### src/tmc_pkg.sv
// constants shared by the sixteen bit timer counter
package tmc_pkg;
	localparam int ADDR_W = 4;
	localparam int DATA_W = 8;

	// register word addresses
	localparam logic [3:0] ADDR_CONTROL   = 4'h0;
	localparam logic [3:0] ADDR_COUNT_LOW = 4'h1;
	localparam logic [3:0] ADDR_COUNT_HIGH = 4'h2;
	localparam logic [3:0] ADDR_FLAG      = 4'h3;
	localparam logic [3:0] ADDR_ENABLE    = 4'h4;
	localparam logic [3:0] ADDR_CMP_LOW   = 4'h5;
	localparam logic [3:0] ADDR_CMP_HIGH  = 4'h6;
	localparam logic [3:0] ADDR_CMP_MODE  = 4'h7;
	localparam logic [3:0] ADDR_PORT_DIR  = 4'h8;
	localparam logic [3:0] ADDR_PORT_DATA = 4'h9;

	// counter_control fields, then the flag and enable register bits
	localparam int BIT_RUN      = 0;
	localparam int BIT_SRC      = 1;
	localparam int BIT_SYNC_BYP = 2;
	localparam int BIT_OSC_EN   = 3;
	localparam int BIT_DIV_LO   = 4;
	localparam int BIT_DIV_HI   = 5;
	localparam int BIT_OSC_RUN  = 6;
	localparam int BIT_WIDE     = 7;
	localparam int BIT_OVF      = 0;
	localparam int BIT_OVF_IE   = 0;

	// reset values
	localparam logic [7:0] CONTROL_RST = 8'h00;
	localparam logic [15:0] COUNT_RST  = 16'h0000;
	localparam logic [15:0] CMP_RST    = 16'h0000;
	localparam logic [3:0] MODE_RST    = 4'h0;
	localparam logic [1:0] PORT_DIR_RST = 2'h3;

	// compare mode that fires the special event trigger
	localparam logic [3:0] MODE_SPECIAL_EVENT = 4'hb;

	// instruction cycle is four oscillator cycles
	localparam int INSTR_DIV = 4;

	// input divider select codes
	typedef enum logic [1:0] {
		TMC_DIV_1 = 2'h0,
		TMC_DIV_2 = 2'h1,
		TMC_DIV_4 = 2'h2,
		TMC_DIV_8 = 2'h3
	} tmc_div_type;
	localparam logic [2:0] DIV_LIMIT_1 = 3'h0;
	localparam logic [2:0] DIV_LIMIT_2 = 3'h1;
	localparam logic [2:0] DIV_LIMIT_4 = 3'h3;
	localparam logic [2:0] DIV_LIMIT_8 = 3'h7;
endpackage

### src/tmc_prescaler.sv
// input divider placed between the count source and the counter
`timescale 1ns/1ps
module tmc_prescaler (
	input  wire logic       i_clk,
	input  wire logic       i_rst,
	input  wire logic       i_tick,
	input  wire logic       i_clear,
	input  wire logic [1:0] i_sel,
	output logic            o_tick
);
	logic [2:0] cnt;
	logic [2:0] next_cnt;
	logic [2:0] limit;

	always_comb begin
		unique case (tmc_pkg::tmc_div_type'(i_sel))
			tmc_pkg::TMC_DIV_1: limit = tmc_pkg::DIV_LIMIT_1;
			tmc_pkg::TMC_DIV_2: limit = tmc_pkg::DIV_LIMIT_2;
			tmc_pkg::TMC_DIV_4: limit = tmc_pkg::DIV_LIMIT_4;
			tmc_pkg::TMC_DIV_8: limit = tmc_pkg::DIV_LIMIT_8;
		endcase
	end

	// one output per completed period
	assign o_tick = i_tick && !i_clear && (cnt >= limit);

	always_comb begin
		next_cnt = cnt;
		if (i_clear) begin
			next_cnt = 3'h0;
		end else if (i_tick) begin
			if (cnt >= limit) begin
				next_cnt = 3'h0;
			end else begin
				next_cnt = cnt + 3'h1;
			end
		end
	end

	always_ff @(posedge i_clk or posedge i_rst) begin
		if (i_rst) begin
			cnt <= 3'h0;
		end else begin
			cnt <= next_cnt;
		end
	end
endmodule

### src/tmc_timer.sv
// sixteen bit timer counter with compare trigger reset and wide access
//
// Overview of operation
// - source select 0 counts one per instruction cycle.
// - source select 1 counts rising edges of pin or oscillator.
// - oscillator enabled forces both pins to inputs reading zero.
// - compare mode 1011 trigger clears counter and starts conversion.
// - trigger clear never sets the overflow flag.
// - trigger reset only assured in timer or synchronised counter mode.
// - a counter write in the trigger cycle sets the bytes it loads; the trigger clears the rest.
// - compare pair acts as period, counter restarts at zero on match.
// - count wraps ffff to 0000 and latches overflow flag bit 0.
// - overflow request only while enable bit 0 is set.
// - wide mode high address hits buffer; low read copies high byte.
// - wide mode low write loads high from buffer, all bits together.
// - wide mode high writes keep prescaler; low writes clear it.
// - oscillator enable bit 3 starts the oscillator, runs in all modes.
// - divider select gives 1:1, 1:2, 1:4 or 1:8.
// - sync bypass 1 leaves external clock unsynchronised; 0 syncs.
// - run bit 0 enables counting, clear halts it.
// - internal source is oscillator clock divided by four.
//
// The register offsets and the plain strobed port are this design's own decisions.
`timescale 1ns/1ps
module tmc_timer (
	input  wire logic       i_clk,
	input  wire logic       i_rst,
	input  wire logic [3:0] i_addr,
	input  wire logic [7:0] i_wdata,
	input  wire logic       i_wr,
	input  wire logic       i_rd,
	output logic      [7:0] o_rdata,
	input  wire logic [1:0] i_port_pin,
	output logic      [1:0] o_port_pin,
	output logic      [1:0] o_port_pin_oe,
	input  wire logic       i_osc_clk,
	input  wire logic       i_sys_clk_from_osc,
	input  wire logic       i_adc_enabled,
	output logic            o_osc_enable,
	output logic            o_overflow_irq,
	output logic            o_adc_start
);
	// register state
	logic [7:0]  counter_control;
	logic [7:0]  next_counter_control;
	logic [15:0] count;
	logic [15:0] next_count;
	logic [7:0]  high_buffer;
	logic [7:0]  next_high_buffer;
	logic        overflow_flag;
	logic        next_overflow_flag;
	logic        overflow_irq_enable;
	logic        next_overflow_irq_enable;
	logic [15:0] compare_value;
	logic [15:0] next_compare_value;
	logic [3:0]  compare_mode_select;
	logic [3:0]  next_compare_mode_select;
	logic [1:0]  port_c_direction;
	logic [1:0]  next_port_c_direction;
	logic [1:0]  port_c_latch;
	logic [1:0]  next_port_c_latch;
	logic [7:0]  rdata;
	logic [7:0]  next_rdata;
	logic        adc_start;
	logic        next_adc_start;

	// count source and trigger state
	logic [1:0]  instr_div;
	logic [1:0]  next_instr_div;
	logic        sync_a;
	logic        sync_b;
	logic        sync_c;
	logic        raw_prev;
	logic        trig_armed;
	logic        next_trig_armed;

	// decoded fields
	logic        counter_run;
	logic        count_source_select;
	logic        ext_sync_bypass;
	logic        secondary_osc_enable;
	logic [1:0]  input_divider_select;
	logic        wide_access_enable;

	// strobes
	logic        wr_low;
	logic        wr_high;
	logic        rd_low;
	logic        instr_tick;
	logic        ext_raw;
	logic        ext_edge;
	logic        src_tick;
	logic        pre_clear;
	logic        count_tick;
	logic        match;
	logic        trigger;
	logic        trig_reset;
	logic [16:0] count_inc;
	logic [1:0]  pin_read;

	assign counter_run          = counter_control[tmc_pkg::BIT_RUN];
	assign count_source_select  = counter_control[tmc_pkg::BIT_SRC];
	assign ext_sync_bypass      = counter_control[tmc_pkg::BIT_SYNC_BYP];
	assign secondary_osc_enable = counter_control[tmc_pkg::BIT_OSC_EN];
	assign input_divider_select =
		counter_control[tmc_pkg::BIT_DIV_HI:tmc_pkg::BIT_DIV_LO];
	assign wide_access_enable   = counter_control[tmc_pkg::BIT_WIDE];

	assign wr_low  = i_wr && (i_addr == tmc_pkg::ADDR_COUNT_LOW);
	assign wr_high = i_wr && (i_addr == tmc_pkg::ADDR_COUNT_HIGH);
	assign rd_low  = i_rd && (i_addr == tmc_pkg::ADDR_COUNT_LOW);

	// instruction cycle enable from the oscillator clock
	assign instr_tick = (instr_div == 2'(tmc_pkg::INSTR_DIV - 1));

	always_comb begin
		next_instr_div = instr_div + 2'h1;
	end

	// oscillator output replaces the pin when enabled
	assign ext_raw = secondary_osc_enable ? i_osc_clk : i_port_pin[0];

	// bypass edge looks at the raw level; synchronised edge waits two
	// flops, trading two cycles of latency for a clean sample
	assign ext_edge = ext_sync_bypass ? (ext_raw && !raw_prev)
		: (sync_b && !sync_c);

	assign src_tick = count_source_select ? ext_edge : instr_tick;

	// narrow mode clears on either byte write, wide mode only on low
	assign pre_clear = wr_low
		|| (wr_high && !wide_access_enable);

	tmc_prescaler u_prescaler (
		.i_clk   (i_clk),
		.i_rst   (i_rst),
		.i_tick  (src_tick),
		.i_clear (pre_clear),
		.i_sel   (input_divider_select),
		.o_tick  (count_tick)
	);

	// trigger fires once on entering a match, then rearms
	assign match = (count == compare_value)
		&& (compare_mode_select == tmc_pkg::MODE_SPECIAL_EVENT);
	assign trigger = match && trig_armed;

	// async counter mode does not honour the trigger
	assign trig_reset = trigger
		&& !(count_source_select && ext_sync_bypass);

	always_comb begin
		next_trig_armed = !match;
	end

	assign count_inc = {1'b0, count} + 17'h00001;

	always_comb begin
		next_count         = count;
		next_high_buffer   = high_buffer;
		next_overflow_flag = overflow_flag;
		if (counter_run && count_tick) begin
			next_count = count_inc[15:0];
		end
		if (trig_reset) begin
			// period restart, flag untouched
			next_count = tmc_pkg::COUNT_RST;
		end
		if (wr_low) begin
			// written bytes beat a coincident trigger, which still clears the high byte in narrow mode
			if (wide_access_enable) begin
				next_count = {high_buffer, i_wdata};
			end else begin
				next_count[7:0] = i_wdata;
			end
		end
		if (wr_high) begin
			if (wide_access_enable) begin
				next_high_buffer = i_wdata;
			end else begin
				next_count[15:8] = i_wdata;
			end
		end
		if (rd_low && wide_access_enable) begin
			next_high_buffer = count[15:8];
		end
		if (i_wr && (i_addr == tmc_pkg::ADDR_FLAG)) begin
			next_overflow_flag = i_wdata[tmc_pkg::BIT_OVF];
		end
		// a wrap in a trigger or clearing write cycle does not set the flag
		// a wide-mode high write only loads the buffer, so the wrap stands
		if (counter_run && count_tick && count_inc[16] && !trig_reset
			&& !wr_low && !(wr_high && !wide_access_enable)) begin
			next_overflow_flag = 1'b1;
		end
	end

	// software configuration registers
	always_comb begin
		next_counter_control     = counter_control;
		next_overflow_irq_enable = overflow_irq_enable;
		next_compare_value       = compare_value;
		next_compare_mode_select = compare_mode_select;
		next_port_c_direction    = port_c_direction;
		next_port_c_latch        = port_c_latch;
		if (i_wr) begin
			unique case (i_addr)
				tmc_pkg::ADDR_CONTROL: begin
					// status bit is read only
					next_counter_control = i_wdata;
					next_counter_control[tmc_pkg::BIT_OSC_RUN] = 1'b0;
				end
				tmc_pkg::ADDR_ENABLE: begin
					next_overflow_irq_enable = i_wdata[tmc_pkg::BIT_OVF_IE];
				end
				tmc_pkg::ADDR_CMP_LOW: begin
					next_compare_value[7:0] = i_wdata;
				end
				tmc_pkg::ADDR_CMP_HIGH: begin
					next_compare_value[15:8] = i_wdata;
				end
				tmc_pkg::ADDR_CMP_MODE: begin
					next_compare_mode_select = i_wdata[3:0];
				end
				tmc_pkg::ADDR_PORT_DIR: begin
					next_port_c_direction = i_wdata[1:0];
				end
				tmc_pkg::ADDR_PORT_DATA: begin
					next_port_c_latch = i_wdata[1:0];
				end
				default: begin
				end
			endcase
		end
	end

	// pins act as inputs and read zero under the oscillator
	genvar gi;
	generate
		for (gi = 0; gi < 2; gi++) begin : g_pin
			assign o_port_pin_oe[gi] = !secondary_osc_enable
				&& !port_c_direction[gi];
			assign o_port_pin[gi] = port_c_latch[gi];
			assign pin_read[gi] = !secondary_osc_enable && i_port_pin[gi];
		end
	endgenerate

	// read data stands in the cycle after the strobe; unmapped reads zero
	always_comb begin
		next_rdata = 8'h00;
		if (i_rd) begin
			unique case (i_addr)
				tmc_pkg::ADDR_CONTROL: begin
					next_rdata = counter_control;
					next_rdata[tmc_pkg::BIT_OSC_RUN] = i_sys_clk_from_osc;
				end
				tmc_pkg::ADDR_COUNT_LOW: begin
					next_rdata = count[7:0];
				end
				tmc_pkg::ADDR_COUNT_HIGH: begin
					next_rdata = wide_access_enable ? high_buffer
						: count[15:8];
				end
				tmc_pkg::ADDR_FLAG: begin
					next_rdata[tmc_pkg::BIT_OVF] = overflow_flag;
				end
				tmc_pkg::ADDR_ENABLE: begin
					next_rdata[tmc_pkg::BIT_OVF_IE] = overflow_irq_enable;
				end
				tmc_pkg::ADDR_CMP_LOW: begin
					next_rdata = compare_value[7:0];
				end
				tmc_pkg::ADDR_CMP_HIGH: begin
					next_rdata = compare_value[15:8];
				end
				tmc_pkg::ADDR_CMP_MODE: begin
					next_rdata[3:0] = compare_mode_select;
				end
				tmc_pkg::ADDR_PORT_DIR: begin
					next_rdata[1:0] = port_c_direction;
				end
				tmc_pkg::ADDR_PORT_DATA: begin
					next_rdata[1:0] = pin_read;
				end
				default: begin
				end
			endcase
		end
	end

	// conversion start follows the trigger by one cycle
	always_comb begin
		next_adc_start = trig_reset && i_adc_enabled;
	end

	assign o_rdata        = rdata;
	assign o_adc_start    = adc_start;
	// oscillator runs whenever the bit is set, in any power mode;
	// start-up wait is left to software
	assign o_osc_enable   = secondary_osc_enable;
	assign o_overflow_irq = overflow_flag && overflow_irq_enable;

	always_ff @(posedge i_clk or posedge i_rst) begin
		if (i_rst) begin
			counter_control     <= tmc_pkg::CONTROL_RST;
			count               <= tmc_pkg::COUNT_RST;
			high_buffer         <= 8'h00;
			overflow_flag       <= 1'b0;
			overflow_irq_enable <= 1'b0;
			compare_value       <= tmc_pkg::CMP_RST;
			compare_mode_select <= tmc_pkg::MODE_RST;
			port_c_direction    <= tmc_pkg::PORT_DIR_RST;
			port_c_latch        <= 2'h0;
			rdata               <= 8'h00;
			adc_start           <= 1'b0;
			instr_div           <= 2'h0;
			sync_a              <= 1'b0;
			sync_b              <= 1'b0;
			sync_c              <= 1'b0;
			raw_prev            <= 1'b0;
			trig_armed          <= 1'b1;
		end else begin
			counter_control     <= next_counter_control;
			count               <= next_count;
			high_buffer         <= next_high_buffer;
			overflow_flag       <= next_overflow_flag;
			overflow_irq_enable <= next_overflow_irq_enable;
			compare_value       <= next_compare_value;
			compare_mode_select <= next_compare_mode_select;
			port_c_direction    <= next_port_c_direction;
			port_c_latch        <= next_port_c_latch;
			rdata               <= next_rdata;
			adc_start           <= next_adc_start;
			instr_div           <= next_instr_div;
			sync_a              <= ext_raw;
			sync_b              <= sync_a;
			sync_c              <= sync_b;
			raw_prev            <= ext_raw;
			trig_armed          <= next_trig_armed;
		end
	end
endmodule

### config.mk
export PLATFORM = sky130hd
export DESIGN_NAME = tmc_timer
export DESIGN_NICKNAME = d
export VERILOG_FILES = /design/src/tmc_pkg.sv /design/src/tmc_prescaler.sv /design/src/tmc_timer.sv
export SDC_FILE = /design/constraint.sdc
export NUM_CORES = 1
export LEC_CHECK = 0
export ABC_AREA = 1
export BUFFER_PORTS_ARGS = -buffer_cell sky130_fd_sc_hd__buf_4
export CORE_MARGIN = 1
export CORE_UTILIZATION = 55
export CTS_BUF_LIST = sky130_fd_sc_hd__clkbuf_4
export DETAILED_ROUTE_END_ITERATION = 10
export GPL_ROUTABILITY_DRIVEN = 0
export GPL_TIMING_DRIVEN = 0
export PLACE_DENSITY_LB_ADDON = 0.25
export SLEW_MARGIN = 20
export SYNTH_ARGS = -nofsm -noshare
export SYNTH_HDL_FRONTEND = slang
export SYNTH_SLANG_ARGS = --single-unit
### constraint.sdc
create_clock -name i_clk -period 2.21 [get_ports i_clk]
set_input_delay 0.442 -clock i_clk [delete_from_list [all_inputs] [get_ports i_clk]]
set_output_delay 0.442 -clock i_clk [all_outputs]
set_load 0.005 [all_outputs]
Yosys cells after proc, flatten, opt, wreduce, memory -nomap -nowiden

Index checks and enable logic that the tools add are counted.

Register bits: 75
Input bits: 21
Output and inout port bits: 15
Word-level logic and storage cells: 115

$add $sub $neg: 3
Magnitude comparators: 1
Equality and inequality tests: 15
Mux-type cells: 24
Reduce and logical (&&, ||, !) cells: 53

Operators by type and width:

| cell                                                                  | number |
|---|---|
| 8-bit two-way mux                                                     | 8 |
| 16-bit two-way mux                                                    | 3 |
| 1-bit logical AND                                                     | 25 |
| 4-bit case mux with 5 select lines                                    | 1 |
| 16-bit by 1-bit adder with 17-bit output, second input constant       | 1 |
| 16-bit equality test                                                  | 1 |
| 4-bit by 3-bit equality test with 1-bit output, second input constant | 4 |
| 2-bit AND reduction                                                   | 8 |
| 4-bit equality test, second input constant                            | 3 |
| 1-bit logical NOT                                                     | 12 |
| 2-bit case mux with 6 select lines                                    | 1 |
| 3-bit case mux with 4 select lines                                    | 1 |
| 1-bit case mux with 10 select lines                                   | 1 |
| 3-bit two-way mux                                                     | 3 |
| 4-bit by 2-bit equality test with 1-bit output, second input constant | 2 |
| 1-bit case mux with 8 select lines                                    | 1 |
| 2-bit nonzero test                                                    | 4 |
| 2-bit equality test, second input constant                            | 3 |
| 1-bit two-way mux                                                     | 5 |
| 4-bit by 1-bit equality test with 1-bit output, second input constant | 1 |
| 4-bit logical NOT                                                     | 1 |
| 3-bit by 1-bit adder with 3-bit output, second input constant         | 1 |
| 3-bit greater-or-equal comparator                                     | 1 |
| 3-bit nonzero test                                                    | 1 |
| other kinds (4)                                                       | 4 |

Longest topological paths before layout

Gate-level depths: netlist of the first run.

Depth in word-level cells: 14
Depth in mapped cells: 13
Mapped depth without buffers: 13

Cells and area by module

From an unflattened synthesis of the first run, not the netlist that was laid out.

Cells, all modules: 635
Area, all modules: 4663.2 sq um

By module, submodules not included:

| module        | times used | cells each | area each (sq um) | sequential area each (sq um) |
|---|---|---|---|---|
| tmc_timer     | 1          | 593        | 4399.2            | 1805.5 |
| tmc_prescaler | 1          | 42         | 264.0             | 75.1 |

Least setup slack after synthesis of the first run

Ideal clock, no wire load.

Path kind: register -> register
From: reg counter_control[5]
To: reg count[4]
Setup time: 0.123 ns
Data arrival time: 1.704 ns
Data required time: 2.087 ns
Slack: 0.382 ns
Cell stages (with the launch flop): 12
Path buffers: 1
Period minus slack after synthesis: 1.828 ns
Path through: dfrtp_1 -> inv_1 -> nand2_1 -> ha_1 -> and3_1 -> nor2_1 -> nor3_4 -> nand2_4 -> buf_6 -> nor2_2 -> nand2_1 -> nand3_2

Word-level cells in the longest chain between the ends: 6
Elaborated cells between the ends (all ways): 9
Those cells by class: order compare: 1; eq/ne: 3; mux: 1; reduce/logical: 4

Ends and longest elaborated chain:

| element                                     | line                | RTL |
|---|---|---|
| start, declared                             | tmc_timer.sv:44     | `logic [7:0] counter_control;` |
| start signal, assigned                      | tmc_timer.sv:305    | `counter_control <= tmc_pkg::CONTROL_RST;` |
| start signal, assigned                      | tmc_timer.sv:323    | `counter_control <= next_counter_control;` |
| 2-bit equality test (tied with other cells) | tmc_prescaler.sv:16 | `unique case (tmc_pkg::tmc_div_type'(i_sel))` |
| 3-bit case mux with 4 select lines *        | tmc_prescaler.sv:16 |  |
| 3-bit greater-or-equal comparator *         | tmc_prescaler.sv:25 | `assign o_tick = i_tick && !i_clear && (cnt >= limit);` |
| 1-bit logical AND *                         | tmc_prescaler.sv:25 |  |
| 1-bit logical AND *                         | tmc_timer.sv:162    | `if (counter_run && count_tick) begin` |
| 3-bit nonzero test (no line) *              | n/a                 |  |
| end signal, assigned                        | tmc_timer.sv:306    | `count <= tmc_pkg::COUNT_RST;` |
| end signal, assigned                        | tmc_timer.sv:324    | `count <= next_count;` |
| end, declared                               | tmc_timer.sv:46     | `logic [15:0] count;` |

Every way passes the cells marked *; elsewhere a longest branch is shown, timed or not.
A chain may end at the register's enable or synchronous reset.

Worst setup path in the final report of the first run

From: reg counter_control[5]
To: reg count[3]

Same word-level chain as after synthesis.

==> out/qor.yml, run 1 <==
drt:
  drt_iter0_markers: 613
  ant_nets: 0
  drt_pre_antenna_iters: 10
  post-route-drc-count: 0
  vias: 4624
  vias_per_cell: 5.98
  post_drt_wl_per_cell_um: 17.3
  wirelength_um: 13400
yosys:
  synth_simple_gate_area_frac: 0.335
  netlist_instances: 614
  netlist_area_mm2: 0.00449
  ys_seq_area_frac: 0.419
  synth-compound-area-share: 0.123
  ys_warn_count: 0
  synthDistinctLibCells: 41
  synth_nets: 641
  synth-xor-area-share: 0.0254
  synth_fa_ha_area_frac: 0.0167
  ys_ff_latch: 75
  synth_top_family_by_area: "simple AND/OR/NAND/NOR gates"
  muxShareOfSynthArea: 0
  syn_area_per_cell_um2: 7.31
power:
  power_switching_mw: 2.09
  comb_power_share: 0.393
  peakVddDrop_mv: 0.486
  leakage_nw: 2.53
  power_mw: 4.88
  pwr_density_cell_mw_per_mm2: 955
  power.share.sequential: 0.431
  clockPowerShare: 0.176
  internal_power_mw: 2.78
  switching_share: 0.429
worst_setup_path:
  crit_top_cell: "nand2_1"
  critPathArrivalTime_ns: 2.36
  crit_fanout: 10
  cpPeakStageDelay_ns: 0.42
  reg2reg_setup_slack_ns: 0.18
  path_cells: "inv_1 -> nand2_1 -> ha_1 -> and3_1 -> nor2_4 -> nor3_4 -> buf_12 -> nand2_4 -> buf_6 -> nor2_2 -> nand2_1 -> nand3_2"
  r2r-start: "counter_control[5]"
  end_kind: "flop"
  crit_path_start: "counter_control[5]"
  cp_num_buf_inv: 3
  slowest_stage: "dfrtp_1"
  worstPathRequired_ns: 2.54
  start_kind: "flop"
  crit_family: "simple AND/OR/NAND/NOR gates"
  worstSetupPathType: "flop to flop"
timing:
  worstMarginPinSlew_ns: 0.631
  rsz0062_at_grt: "false"
  setup_violations: 0
  relSlewSlack: 0.579
  fin_crit_sh: 0.920
  skew_ns: 0.0154
  hold_violations: 0
  max_freq_mhz: 492
  fin_tns_setup_ns: 0
  finalMaxSlewViolations: 0
  period_needed_ns: 2.03
global_route:
  grt_pass1_wl_um: 21300
  grt_util_met2: 0.479
  grt_max_degree: 36
  grt.met1_usage: 0.436
  track_usage: 0.333
  met3_usage: 0.104
  antenna_found_initial: 1
  grt-busiest-layer: "met2"
  grt_overflow: 0
  grt_pass1_vias: 4314
clock_network:
  cts_buffer_depth: 2
  cts-root-buf: "clkbuf_4"
  htreeDepth: 3
  cts_tree: "built"
  path_clk_slew_ns: 0.13
  cts_buffers: 9
  clk_latency_ns: 0.44
  cts_num_sinks: 75
run_status:
  outcome: "finished, final reports clean"
final_layout:
  layoutNonFillerInstCount: 773
  drive_gt1_frac: 0.152
  areaGrowthSynthToFinish_pct: 13.9
  nets: 692
  n_fill_cell: 701
flow_run:
  max_cap_violations: 0
place:
  numPortBuffers: 35
  placed_cells: 753
  dp_hpwl_um: 10200
die:
  die_h_um: 92.3
  start_util: 0.575
  die_w_um: 92.3
  rows: 32
  coreArea_mm2: 0.00781
  io_pins: 36
  dieArea_mm2: 0.00852
min_path:
  hp-class: "input pin to flop"
  hp-start: "i_adc_enabled"
layer usage:
| layer | vias to the layer above | wire length [µm] |
|---|---|---|
| met4 | 0 | 699 |
| met1 | 2106 | 5370 |
| met5 | - | 0 |
| met3 | 67 | 1640 |
| met2 | 318 | 5670 |
| li1 | 2133 | - |
synthesized netlist by cell type (all sizes together):
| cell | n | area, µm² |
|---|---|---|
| nand3 | 37 | 195 |
| nand4 | 27 | 190 |
| xor2 | 9 | 78.8 |
| clkbuf | 8 | 30.0 |
| inv | 75 | 282 |
| o21ai | 48 | 240 |
| ha | 6 | 75.1 |
| dfrtp | 72 | 1800 |
| a21oi | 23 | 115 |
| dfstp | 3 | 78.8 |
| a22o | 1 | 8.76 |
| clkinv | 2 | 7.51 |
| nand3b | 1 | 7.51 |
| a221oi | 4 | 35.0 |
| nor3 | 9 | 56.3 |
| or2 | 1 | 6.26 |
| nand2 | 193 | 767 |
| buf | 7 | 45.0 |
| and3 | 2 | 12.5 |
| nor2b | 1 | 6.26 |
| a211oi | 2 | 15.0 |
| a31oi | 3 | 18.8 |
| o221ai | 6 | 52.6 |
| nor2 | 58 | 248 |
| nor4 | 2 | 12.5 |
| xnor2 | 4 | 35.0 |
| a41oi | 1 | 8.76 |
| o22ai | 9 | 56.3 |
cell type report:
class                   instances  area (µm²)  area share
flip-flops and latches         75        1880       0.368
inverters                      77         293      0.0573
clock inverters                 6        65.1      0.0127
plain buffers                  15        75.1      0.0147
multi-input cells             447        2250       0.440
diodes                          1        2.50    0.000490
repair buffers                 40         340      0.0666
clock buffers                  10        75.1      0.0147
well taps                     102         128      0.0250
sequential cells by signal, indices dropped and copies added (netlist names):
| register | flops |
|---|---|
| compare_value | 16 |
| count | 16 |
| high_buffer | 8 |
| o_rdata | 8 |
| counter_control | 7 |
| compare_mode_select | 4 |
| u_prescaler.cnt | 3 |
| instr_div | 2 |
| o_port_pin | 2 |
| port_c_direction | 2 |
| o_adc_start | 1 |
| overflow_flag | 1 |
| overflow_irq_enable | 1 |
| raw_prev | 1 |
| sync_b | 1 |
| sync_c | 1 |
| trig_armed | 1 |
placed cells by master, fill, tap and decap left out, drive strengths merged, types with 2 or more instances in the layout:
master	n
a211oi	2
a21oi	23
a221oi	4
a31oi	3
and3	2
buf	46
clkbuf	18
clkinv	6
dfrtp	72
dfstp	3
ha	6
inv	75
nand2	193
nand3	37
nand4	27
nor2	58
nor3	9
nor4	2
o21ai	48
o221ai	6
o22ai	9
xnor2	4
xor2	9
cells by family (layout without fill, tap and decap cells):
kind of cell | after synthesis | after routing
compound gates | 97 | 97
xor+xnor | 13 | 13
fa+ha+maj | 6 | 6
buf+inv | 92 | 148
flops | 75 | 75
other cells | 0 | 1
simple gates | 331 | 331
power groups by stage:
stage	Sequential [mW]	Combinational (mW)	Clock, mW
3_3_place_gp	2.09	1.72	0
4_1_cts	2.08	1.80	0.873
3_5_place_dp	2.10	1.78	0
6_report	2.10	1.92	0.856
5_1_grt	2.13	2.11	0.924
2_1_floorplan	1.97	1.33	0
path summary, 6_finish.rpt:
| path | end | cells after the start |
|---|---|---|
| worst min-delay path | o_adc_start | 3 |
| worst max-delay path | count[3] | 12 |
| worst min register to register | sync_c | 0 |
| worst max register to register | count[3] | 12 |
| min in group asynchronous | compare_value[0] | 3 |
| max in group asynchronous | port_c_direction[1] | 4 |
tightest hold or removal path: cells and delay by family:
family / cells / cell delay [ns]
buffers and inverters: 2 / 0.15
AND/OR/NAND/NOR: 1 / 0.03
stage by stage:
stage	area [µm²]	util	hold slack, ns	setup WS (ns)
final	5110	0.654	0.197	0.177
after global routing	5110	0.654	0.180	0.0313
after CTS	5070	0.649	0.191	0.0539
after detailed placement	4920	0.630	0.367	0.0843
after global placement	4880	0.625	0.359	0.123
after floorplan	4490	-	0.354	0.382
repair_timing:
item	in CTS	in global routing
hold buffers	1	0
endpoints found under the hold margin	9	0
setup endpoints to repair	0	16
resized for setup	0	3
buffers inserted	0	2
Note: power is estimated with default switching activity, not from simulation.
==> inputs of run 2 (changes only) <==
--- a/config.mk
+++ b/config.mk
@@ -17,4 +17,5 @@
 export SLEW_MARGIN = 20
 export SYNTH_ARGS = -nofsm -noshare
 export SYNTH_HDL_FRONTEND = slang
+export SYNTH_HIERARCHICAL = 1
 export SYNTH_SLANG_ARGS = --single-unit
==> run 2 against run 1 <==
Net effect:
- final cell count up 4.3%
- non-clock buffer count grew 13
- die area increased by 3.9%
- setup slack got worse by 0.12 ns
- first-iteration DRC count down 32%
==> out/qor.yml, run 2 <==
yosys:
  synthDistinctLibCells: 45
  async_reset_ff_frac: 1.00
  synth_common_cells: "189 x nand2_1, 77 x inv_1, 72 x dfrtp_1"
  synth_area_leader_cell: "dfrtp_1"
  netlist_area_mm2: 0.00466
  synth_nets: 662
  yosysTopAreaCellShare: 0.386
  ys_ff_latch: 75
  synth_area_leaders: "dfrtp_1 39%, nand2_1 15%, inv_1 6.2%"
  netlist_instances: 635
  ys_warn_count: 6
  post-synth-top-count-cell: "nand2_1"
  ys_seq_area_frac: 0.403
  synth_ff_type: "dfrtp_1"
  synth_edf_count: 0
  syn_area_per_cell_um2: 7.34
worst_setup_path:
  crit_fanout: 5
  end_kind: "flop"
  crit_family: "simple AND/OR/NAND/NOR gates"
  critPathArrivalTime_ns: 2.53
  ff2ff_path_depth: 16
  slowest_stage: "dfrtp_1"
  worstPathRequired_ns: 2.59
  path_cells: "or2_4 -> ha_4 -> inv_2 -> nand2_2 -> a21oi_2 -> nor2_2 -> nand2_2 -> inv_4 -> nand2_4 -> nor3_4 -> nand2_1 -> nand2_1 -> nand2_1 -> inv_1 -> nand3_2 -> a21oi_2"
  crit_top_cell: "nand2_1"
  start_kind: "flop"
  reg2reg_setup_slack_ns: 0.06
  cp.depth: 16
  cpPeakStageDelay_ns: 0.40
  worstSetupPathType: "flop to flop"
  cp_num_buf_inv: 3
drt:
  ant_nets: 0
  post-route-drc-count: 0
  drt_pre_antenna_iters: 9
  drt_iter0_markers: 414
  post_drt_wl_per_cell_um: 16.9
  vias_per_cell: 5.81
  vias: 4679
  wirelength_um: 13700
die:
  die_h_um: 94.1
  coreArea_mm2: 0.00822
  dieArea_mm2: 0.00885
  io_pins: 36
  die_w_um: 94.1
  rows: 33
  start_util: 0.568
clock_network:
  cts_tree: "built"
  htreeDepth: 3
  cts_buffers: 9
  cts-root-buf: "clkbuf_4"
  clk_latency_ns: 0.45
  path_clk_slew_ns: 0.12
  cts_buffer_depth: 2
  cts_num_sinks: 75
min_path:
  hp-class: "input pin to flop"
  worstHoldPathCells: 3
global_route:
  track_usage: 0.331
  grt_pass1_vias: 4456
  grt_pass1_wl_um: 21900
  antenna_found_initial: 0
  grt_overflow: 0
  grt_max_degree: 30
place:
  dp_hpwl_um: 10000
  numPortBuffers: 34
  place_area_mm2: 0.00510
timing:
  finalMaxSlewViolations: 0
  rsz0062_at_grt: "true"
  fin_crit_sh: 0.973
  worstMarginPinSlew_ns: 0.481
  fin_tns_setup_ns: 0
  max_freq_mhz: 465
  relSlewSlack: 0.679
  setup_violations: 0
  skew_ns: 0.0187
  period_needed_ns: 2.15
  hold_violations: 0
power:
  peakVddDrop_mv: 0.604
  leakage_nw: 2.73
  power_mw: 4.89
  pwr_density_cell_mw_per_mm2: 895
flow_run:
  max_cap_violations: 0
final_layout:
  fin_area_mm2: 0.00546
  areaGrowthSynthToFinish_pct: 17.2
  nets: 723
  multiInputGateArea_mm2: 0.00242
  register_area_mm2: 0.00188
  layout_common_cells: "184 x nand2_1, 74 x inv_1, 70 x dfrtp_1, 53 x buf_4, 49 x nor2_1"
  drive_gt1_frac: 0.208
  mostFrequentLayoutCell: "nand2_1"
  n_antenna_cell: 0
  n_fill_cell: 688
  top_regs: "compare_value (16), count (16)"
run_status:
  outcome: "finished, final reports clean"
[run 2: cell count changes in the layout (fill, tap and decap cells not counted), moves of 7 or more]
cell and delta:
inv_1 +15, a21oi_1 -8, buf_4 +15, clkbuf_1 -7
nand4_1 -8, a21oi_2 +7, o22ai_1 -7
[run 2: kinds of logic after synthesis]
| logic type | share of synthesized area |
|---|---|
| buf+inv | 0.102 |
| compound gates | 0.128 |
| simple gates | 0.319 |
| mux | 0.00215 |
| xor+xnor | 0.0301 |
| fa+ha+maj | 0.0161 |
| flops | 0.403 |
[run 2: metrics by stage]
step	hold WS [ns]	util	cells	setup slack (ns)
after floorplan	0.196	-	635	0.00321
after global placement	0.338	0.616	774	-0.671
after detailed placement	0.341	0.621	776	-0.658
after CTS	0.209	0.657	804	0.00723
after global routing	0.233	0.665	806	-0.0861
final	0.226	0.665	806	0.0601
[run 2: path summary, 6_finish.rpt]
| check | start | endpoint |
|---|---|---|
| worst min-delay path | i_adc_enabled | o_adc_start |
| min in group asynchronous | i_rst | u_prescaler/cnt[2] |
| max in group asynchronous | i_rst | port_c_direction[1] |
| worst max-delay path | counter_control[5] | count[15] |
| worst max register to register | counter_control[5] | count[15] |
| worst min register to register | sync_b | sync_c |
[run 2: cell type report]
class	instances	share of cell area
multi-input cells	453	0.443
repair buffers	51	0.0751
flip-flops and latches	75	0.345
inverters	89	0.0637
well taps	105	0.0240
clock buffers	10	0.0137
plain buffers	17	0.0245
clock inverters	6	0.0117
[run 2: tightest hold or removal path: stages]
cell and delay [ns]:
buf_4 0.11, inv_1 0.04, nor3_1 0.04
[run 2: timing repair]
action                                  in CTS  in global routing
hold endpoints to repair                     3                  0
pin swaps                                   10                 13
buffers inserted                            12                  2
resized for setup                           15                 13
hold buffers                                 1                  0
endpoints found under the setup margin      16                 16
[run 2: metal layers]
metal	vias up	GRT usage	part of all wire
met2	260	0.506	0.44
met4	0	0.179	0.047
li1	2185	-	-
met1	2169	0.427	0.42
met5	-	0	0
met3	65	0.0882	0.095
[run 2: report_power, final]
group / switching, mW / total [mW] / leakage [nW] / internal [mW]
registers: 0.384 / 2.10 / 0.931 / 1.72
logic: 1.16 / 1.92 / 1.72 / 0.764
clock network: 0.505 / 0.865 / 0.0748 / 0.360
total: 2.05 / 4.89 / 2.73 / 2.84
